$ cat src/aps_pkg.sv
// package: register map, field layout and pin control carrier
package aps_pkg;
   localparam int APS_ADDR_W = 4;
   localparam int APS_DATA_W = 8;
   localparam int APS_NUM_REGS = 3;
   localparam int APS_NUM_PINS = APS_NUM_REGS * APS_DATA_W;
   localparam logic [APS_ADDR_W-1:0] APS_OFS_LOW = 4'h0;
   localparam logic [APS_ADDR_W-1:0] APS_OFS_MID = 4'h1;
   localparam logic [APS_ADDR_W-1:0] APS_OFS_HIGH = 4'h2;
   localparam int APS_LOW_BASE = 0;
   localparam int APS_MID_BASE = 8;
   localparam int APS_HIGH_BASE = 16;
   localparam logic [APS_DATA_W-1:0] APS_SEL_RESET = 8'h00;
   localparam logic [APS_DATA_W-1:0] APS_UNMAPPED_READ = 8'h00;

   typedef struct packed {
      logic [APS_ADDR_W-1:0] addr;
      logic [APS_DATA_W-1:0] wdata;
      logic wr;
      logic rd;
   } aps_req_t;

   // per-pin overrides toward the port logic
   typedef struct packed {
      logic [APS_NUM_PINS-1:0] out_hiz;
      logic [APS_NUM_PINS-1:0] in_off;
      logic [APS_NUM_PINS-1:0] pull_off;
   } aps_pin_ctl_t;
endpackage

$ cat src/aps_pin_select.sv
// analog pin select registers and per-pin port override logic
`timescale 1ns/1ns
`default_nettype none
module aps_pin_select #(
   // register count and width per register
   parameter int NUM_REGS = aps_pkg::APS_NUM_REGS,
   parameter int DATA_W = aps_pkg::APS_DATA_W
) (
   // clock and reset
   input wire logic clk,
   input wire logic reset,
   // register port
   input wire aps_pkg::aps_req_t req,
   output logic [aps_pkg::APS_DATA_W-1:0] rdata,
   // port logic side, per pin
   input wire logic [aps_pkg::APS_NUM_PINS-1:0] port_oe,
   input wire logic [aps_pkg::APS_NUM_PINS-1:0] port_in,
   input wire logic [aps_pkg::APS_NUM_PINS-1:0] port_pull_en,
   output logic [aps_pkg::APS_NUM_PINS-1:0] pin_oe,
   output logic [aps_pkg::APS_NUM_PINS-1:0] port_read,
   output logic [aps_pkg::APS_NUM_PINS-1:0] pin_pull_en,
   output aps_pkg::aps_pin_ctl_t pin_ctl
);
   import aps_pkg::*;

   // the pin map is fixed at three 8-bit registers
   if (NUM_REGS != APS_NUM_REGS || DATA_W != APS_DATA_W) begin : g_bad_size
      $error("register count or width does not fit the pin map");
   end

   logic [APS_DATA_W-1:0] sel_low_r, sel_mid_r, sel_high_r;
   logic [APS_DATA_W-1:0] rdata_r, rdata_nxt;
   wire logic hit_low = req.addr == APS_OFS_LOW;
   wire logic hit_mid = req.addr == APS_OFS_MID;
   wire logic hit_high = req.addr == APS_OFS_HIGH;
   wire logic wr_low = req.wr && hit_low;
   wire logic wr_mid = req.wr && hit_mid;
   wire logic wr_high = req.wr && hit_high;
   wire logic [APS_NUM_PINS-1:0] sel_all;

   // channel order: low holds 0-7, mid 8-15, high 16-23
   assign sel_all[APS_LOW_BASE +: APS_DATA_W] = sel_low_r;
   assign sel_all[APS_MID_BASE +: APS_DATA_W] = sel_mid_r;
   assign sel_all[APS_HIGH_BASE +: APS_DATA_W] = sel_high_r;

   always_ff @(posedge clk) begin
      if (reset) begin
         sel_low_r <= APS_SEL_RESET;
         sel_mid_r <= APS_SEL_RESET;
         sel_high_r <= APS_SEL_RESET;
         rdata_r <= APS_UNMAPPED_READ;
      end else begin
         if (wr_low) sel_low_r <= req.wdata;
         if (wr_mid) sel_mid_r <= req.wdata;
         if (wr_high) sel_high_r <= req.wdata;
         rdata_r <= rdata_nxt;
      end
   end

   // read data stands only in the cycle after the strobe
   assign rdata_nxt = !req.rd ? APS_UNMAPPED_READ :
                      hit_low ? sel_low_r :
                      hit_mid ? sel_mid_r :
                      hit_high ? sel_high_r : APS_UNMAPPED_READ;
   assign rdata = rdata_r;

   genvar i;
   generate
      for (i = 0; i < APS_NUM_PINS; i++) begin : g_pin
         // selected pin: no drive, no input, no pull-up
         assign pin_oe[i] = port_oe[i] && !sel_all[i];
         assign port_read[i] = port_in[i] && !sel_all[i];
         assign pin_pull_en[i] = port_pull_en[i] && !sel_all[i];
      end
   endgenerate

   assign pin_ctl.out_hiz = sel_all;
   assign pin_ctl.in_off = sel_all;
   assign pin_ctl.pull_off = sel_all;

   // assertions: reset and register writes
   sel_reset_a: assert property (
      @(posedge clk)
      reset
      |=> sel_all == '0)
      else $error("select bits not cleared by reset");

   reset_read_a: assert property (
      @(posedge clk)
      reset
      |=> rdata == APS_UNMAPPED_READ)
      else $error("read data not cleared by reset");

   reset_pass_a: assert property (
      @(posedge clk)
      reset
      |=> pin_oe == port_oe && port_read == port_in && pin_pull_en == port_pull_en)
      else $error("port signals not passed through after reset");

   low_write_a: assert property (
      @(posedge clk) disable iff (reset)
      wr_low
      |=> sel_all[7:0] == $past(req.wdata))
      else $error("low register not mapped to channels 0-7");

   mid_write_a: assert property (
      @(posedge clk) disable iff (reset)
      wr_mid
      |=> sel_all[15:8] == $past(req.wdata))
      else $error("mid register not mapped to channels 8-15");

   high_write_a: assert property (
      @(posedge clk) disable iff (reset)
      wr_high
      |=> sel_all[23:16] == $past(req.wdata))
      else $error("high register not mapped to channels 16-23");

   low_keep_a: assert property (
      @(posedge clk) disable iff (reset)
      wr_low
      |=> $stable(sel_all[23:8]))
      else $error("low register write disturbed other bits");

   mid_keep_a: assert property (
      @(posedge clk) disable iff (reset)
      wr_mid
      |=> $stable(sel_all[23:16]) && $stable(sel_all[7:0]))
      else $error("mid register write disturbed other bits");

   high_keep_a: assert property (
      @(posedge clk) disable iff (reset)
      wr_high
      |=> $stable(sel_all[15:0]))
      else $error("high register write disturbed other bits");

   select_hold_a: assert property (
      @(posedge clk) disable iff (reset)
      !req.wr
      |=> $stable(sel_all))
      else $error("select bits changed without a write");

   stray_write_a: assert property (
      @(posedge clk) disable iff (reset)
      req.wr && !(hit_low || hit_mid || hit_high)
      |=> $stable(sel_all))
      else $error("unmapped write changed select bits");

   // reads
   low_read_a: assert property (
      @(posedge clk) disable iff (reset)
      req.rd && hit_low
      |=> rdata == $past(sel_low_r))
      else $error("low register read wrong");

   mid_read_a: assert property (
      @(posedge clk) disable iff (reset)
      req.rd && hit_mid
      |=> rdata == $past(sel_mid_r))
      else $error("mid register read wrong");

   high_read_a: assert property (
      @(posedge clk) disable iff (reset)
      req.rd && hit_high
      |=> rdata == $past(sel_high_r))
      else $error("high register read wrong");

   stray_read_a: assert property (
      @(posedge clk) disable iff (reset)
      req.rd && !(hit_low || hit_mid || hit_high)
      |=> rdata == APS_UNMAPPED_READ)
      else $error("unmapped read not zero");

   idle_read_a: assert property (
      @(posedge clk) disable iff (reset)
      !req.rd
      |=> rdata == APS_UNMAPPED_READ)
      else $error("read data outside read cycle");

   low_write_read_a: assert property (
      @(posedge clk) disable iff (reset)
      wr_low ##1 (req.rd && hit_low)
      |=> rdata == $past(req.wdata, 2))
      else $error("low read after write stale");

   mid_write_read_a: assert property (
      @(posedge clk) disable iff (reset)
      wr_mid ##1 (req.rd && hit_mid)
      |=> rdata == $past(req.wdata, 2))
      else $error("mid read after write stale");

   high_write_read_a: assert property (
      @(posedge clk) disable iff (reset)
      wr_high ##1 (req.rd && hit_high)
      |=> rdata == $past(req.wdata, 2))
      else $error("high read after write stale");

   // overrides toward the port logic
   drive_off_a: assert property (
      @(posedge clk) disable iff (reset)
      (sel_all & pin_oe) == '0)
      else $error("selected pin still driven");

   input_off_a: assert property (
      @(posedge clk) disable iff (reset)
      (sel_all & port_read) == '0)
      else $error("selected pin reads nonzero");

   pull_off_a: assert property (
      @(posedge clk) disable iff (reset)
      (sel_all & pin_pull_en) == '0)
      else $error("selected pin pull-up on");

   drive_pass_a: assert property (
      @(posedge clk) disable iff (reset)
      (~sel_all & (pin_oe ^ port_oe)) == '0)
      else $error("unselected pin drive altered");

   read_pass_a: assert property (
      @(posedge clk) disable iff (reset)
      (~sel_all & (port_read ^ port_in)) == '0)
      else $error("unselected pin read altered");

   pull_pass_a: assert property (
      @(posedge clk) disable iff (reset)
      (~sel_all & (pin_pull_en ^ port_pull_en)) == '0)
      else $error("unselected pin pull-up altered");

   ctl_hiz_a: assert property (
      @(posedge clk) disable iff (reset)
      (pin_ctl.out_hiz ^ sel_all) == '0)
      else $error("high impedance control wrong");

   ctl_input_a: assert property (
      @(posedge clk) disable iff (reset)
      (pin_ctl.in_off ^ sel_all) == '0)
      else $error("input buffer control wrong");

   ctl_pull_a: assert property (
      @(posedge clk) disable iff (reset)
      (pin_ctl.pull_off ^ sel_all) == '0)
      else $error("pull-up control wrong");

   genvar j;
   generate
      for (j = 0; j < APS_NUM_PINS; j++) begin : g_pin_chk
         taken_drive_a: assert property (
            @(posedge clk) disable iff (reset)
            sel_all[j]
            |-> !pin_oe[j])
            else $error("taken pin still driven");

         taken_read_a: assert property (
            @(posedge clk) disable iff (reset)
            sel_all[j]
            |-> !port_read[j])
            else $error("taken pin still read");

         taken_pull_a: assert property (
            @(posedge clk) disable iff (reset)
            sel_all[j]
            |-> !pin_pull_en[j])
            else $error("taken pin still pulled up");

         free_drive_a: assert property (
            @(posedge clk) disable iff (reset)
            !sel_all[j]
            |-> pin_oe[j] == port_oe[j])
            else $error("free pin drive altered");

         free_read_a: assert property (
            @(posedge clk) disable iff (reset)
            !sel_all[j]
            |-> port_read[j] == port_in[j])
            else $error("free pin read altered");

         free_pull_a: assert property (
            @(posedge clk) disable iff (reset)
            !sel_all[j]
            |-> pin_pull_en[j] == port_pull_en[j])
            else $error("free pin pull-up altered");
      end
   endgenerate

   // main scenarios
   low_set_c: cover property (
      @(posedge clk) wr_low && req.wdata != '0);
   high_set_c: cover property (
      @(posedge clk) wr_high ##1 req.rd && hit_high);
   all_sel_c: cover property (
      @(posedge clk) &sel_all);
   clear_c: cover property (
      @(posedge clk) sel_all != '0 ##1 sel_all == '0);
   stray_write_c: cover property (
      @(posedge clk) req.wr && !(hit_low || hit_mid || hit_high));
endmodule
`default_nettype wire

$ cat config.mk
export PLATFORM = sky130hd
export DESIGN_NAME = aps_pin_select
export DESIGN_NICKNAME = d
export VERILOG_FILES = /design/src/aps_pkg.sv /design/src/aps_pin_select.sv
export SDC_FILE = /design/constraint.sdc
export NUM_CORES = 1
export LEC_CHECK = 0
export BUFFER_PORTS_ARGS = -buffer_cell sky130_fd_sc_hd__buf_2
export CAP_MARGIN = 20
export CORE_AREA = 2 2 94 96
export DETAILED_ROUTE_END_ITERATION = 16
export DIE_AREA = 0 0 96 98
export PLACE_DENSITY = 0.7
export SLEW_MARGIN = 20
export SYNTH_ARGS = -nofsm -noshare
export SYNTH_HDL_FRONTEND = slang
export SYNTH_SLANG_ARGS = --single-unit
$ cat constraint.sdc
create_clock -name clk -period 3.15 [get_ports clk]
set_input_delay 0.63 -clock clk [delete_from_list [all_inputs] [get_ports clk]]
set_output_delay 0.63 -clock clk [all_outputs]
set_load 0.02 [all_outputs]
==> results by group <==
Status
  – Outcome: finished, final reports clean

CTS
  – Hold Buf Count CTS: 0
  – CTS tree: built
  – Clock Latency Late Sink: roughly 0.29 ns
  – H-tree depth: 2
  – # Post-CTS Setup Buffers: 0
  – Clock transition at the registers of the reported paths: about 0.07 ns
  – Sink Count: 32
  – CTS max path bufs: 2
  – CTS resizes: 0
  – CTS root buf: clkbuf_8
  – CTS buffer count: 5

Final layout
  – Share of cells above drive strength 1: just under 60%
  – Filler Cells Inserted: 870
  – Nets: between 500 and 600
  – Layout area overhead: 44.7%
  – Final Core Density: 39.2%
  – Most frequent cells in the layout: buf_2 (239), nor2b_1 (74), nand2b_1 (32), dfxtp_1 (32), mux2i_1 (24)
  – Commonest non-fill, non-tap cell in the layout: buf_2
  – Diodes inserted: 0

Timing
  – Worst-Margin Slew: around 0.62 ns
  – Post-layout min period: roughly 1.7 ns
  – Relative max-transition margin: between 50% and 60%
  – Clk_skew: around 0.0054 ns
  – Final hold violations: 0
  – Hold_ws: just under 0.6 ns
  – Period utilization: 54.0%
  – Final setup margin: approximately 1.4 ns
  – Final Max Tran Viols: 0
  – Setup violators final: 0
  – Fmax: ~590 MHz
  – TNS Setup: 0 ns
  – Unrepaired setup endpoints after global routing: no

Place
  – # port buffers: between 200 and 250
  – Post-DP HPWL: around 5700 microns
  – Place WS: 1.17 ns
  – RD Place Congestion: 0.729

Critical path
  – CP Max Fanout: 8
  – Critical R2R Launch: sel_high_r[4]$_SDFFE_PP0P_
  – FF-to-FF End: rdata[4]$_SDFF_PP0_
  – CP Capture Point: pin_oe[4]
  – R2R depth: 2
  – CP Capture Type: primary output
  – Startpoint types: register
  – Reg2Reg Setup Slack: around 2 ns
  – Required @ worst endpoint: approximately 2.5 ns
  – Setup crit start: sel_low_r[4]$_SDFFE_PP0P_
  – Crit path kind: reg -> out
  – CP arrival: 1.07 ns

Synthesis
  – Sequential area share after synthesis: between 20% and 30%
  – Seq cells post-synth: 32
  – Avg Inst Size Synth: approximately 8.7 sq um
  – Mapped Nets: about 350
  – Mapped Area: between 2000 and 2500 sq um
  – FFs w/ async S/R, synth: 0%
  – Synth area leaders: dfxtp_1 (28%), nor2b_1 (20%), buf_4 (16%), mux2i_1 (10%), nand2b_1 (8.7%)
  – Area leader, netlist: dfxtp_1
  – Warnings from Yosys: 0
  – Post-synth top area share: 27.9%
  – Leading register cell type out of synthesis: dfxtp_1
  – Yosys cell types: 23
  – Post-synth EDFFs: 0
  – Cells after Synth: 263

Detailed routing
  – Drt pass-1 iters: 4
  – Detailed-route via count: 2,331
  – DR WL/cell: 12.8 microns
  – WL final: approximately 7100 microns
  – Detailed Route Iter0 Violations: between 80 and 90
  – Vias per inst: 4.16
  – DRC: 0
  – ANT nets after route: 0

Run
  – Max_cap viols: 0

Die
  – Core area: approximately 8500 sq um
  – Initial Utilization: a little over a quarter
  – Io pins: 240
  – DIE WIDTH: 96 microns
  – Chip Height: ~98 microns
  – Total Die Area: between 9000 and 10,000 sq um
  – Std-Cell Rows: 34

Power
  – Sw power: roughly 0.32 mW
  – Sequential power share: between 30 and 40%
  – Leak: about 1.9 nW
  – Pwr Density: 342 nW/um^2
  – P_int: about 0.81 mW
  – Comb pwr share: about 25%
  – Max rail drop VDD: around 0.16 mV
  – Sw frac: approximately 28%
  – Clock group share of total power: roughly two fifths

Global routing
  – Total global-route track usage: ~14%
  – Largest net degree at the start of global routing: 34
  – Vias in the first global route: 2,076
  – Global-route wire length before repair: 10,300 microns
  – GR Overflow Total: 0
  – Initial antenna violation count: 0

Min path
  – Worst Hold Class: reg -> reg
[routing by layer]
| layer | vias to the layer above | track usage (%) | share of wire [%] |
|---|---|---|---|
| li1 | 1167 | - | - |
| met4 | 0 | 4.62 | 1.3 |
| met2 | 124 | 25.3 | 50 |
| met3 | 8 | 2.93 | 8.0 |
| met5 | - | 0 | 0 |
| met1 | 1032 | 16.4 | 41 |
[cell type report]
type / instances / area [sq um] / area share [%]
Clock inverter: 1 / 30.0 / 0.905
Timing Repair Buffer: 239 / 1200 / 36.0
Tap cell: 108 / 135 / 4.07
Inverter: 7 / 26.3 / 0.792
Sequential cell: 32 / 641 / 19.3
Clock buffer: 7 / 96.3 / 2.90
Multi-Input combinational cell: 166 / 1190 / 36.0
[worst min path at each step]
stage	from	cells past startpoint	slack (ns)	to
after floorplan	sel_high_r[4]$_SDFFE_PP0P_	2	0.61	sel_high_r[4]$_SDFFE_PP0P_
after global placement	sel_low_r[6]$_SDFFE_PP0P_	2	0.56	sel_low_r[6]$_SDFFE_PP0P_
after detailed placement	sel_mid_r[6]$_SDFFE_PP0P_	2	0.56	sel_mid_r[6]$_SDFFE_PP0P_
after CTS	sel_mid_r[6]$_SDFFE_PP0P_	2	0.58	sel_mid_r[6]$_SDFFE_PP0P_
after global routing	sel_mid_r[6]$_SDFFE_PP0P_	2	0.61	sel_mid_r[6]$_SDFFE_PP0P_
final	sel_mid_r[6]$_SDFFE_PP0P_	2	0.58	sel_mid_r[6]$_SDFFE_PP0P_
[cell families (layout without fill, tap and decap cells)]
kind of cell | Yosys count | count (layout) | synth area share (%)
AOI/OAI and AO/OA | 8 | 8 | 2.56
buffers and inverters | 65 | 254 | 20.0
DFF | 32 | 32 | 27.9
muxes | 24 | 24 | 10.5
and+or+nand+nor | 134 | 134 | 39.0
[worst max-delay path, stage by stage, from the launching register on]
cell     delay, ns
dfxtp_1       0.52
nor2b_1       0.09
buf_2         0.17
[registers in the layout (all words and copies together) (netlist names)]
register	count
sel_high_r	8
sel_mid_r	8
rdata	8
sel_low_r	8
[cells in the mapped netlist, types with 2 or more instances]
cell	number
and2b_2	5
buf_2	2
buf_4	50
buf_6	2
clkbuf_1	3
dfxtp_1	32
inv_1	7
mux2i_1	24
nand2b_1	32
nand4b_1	2
nor2_2	5
nor2_4	3
nor2b_1	74
nor3b_1	7
o22ai_1	7
[power groups by stage]
stage / registers [mW] / clock network (mW) / logic [mW]
2_1_floorplan: 0.432 / 0 / 0.172
3_3_place_gp: 0.428 / 0 / 0.280
3_5_place_dp: 0.428 / 0 / 0.282
4_1_cts: 0.419 / 0.441 / 0.284
5_1_grt: 0.420 / 0.454 / 0.304
6_report: 0.418 / 0.435 / 0.281
[through the flow]
stage          area, sq um  instances  power (mW)
6_report              3320        560        1.14
5_1_grt               3320        560        1.18
2_1_floorplan         2290        263       0.604
3_3_place_gp          3190        552       0.708
3_5_place_dp          3190        552       0.711
4_1_cts               3320        560        1.14
(Power assumes the default switching activity.)
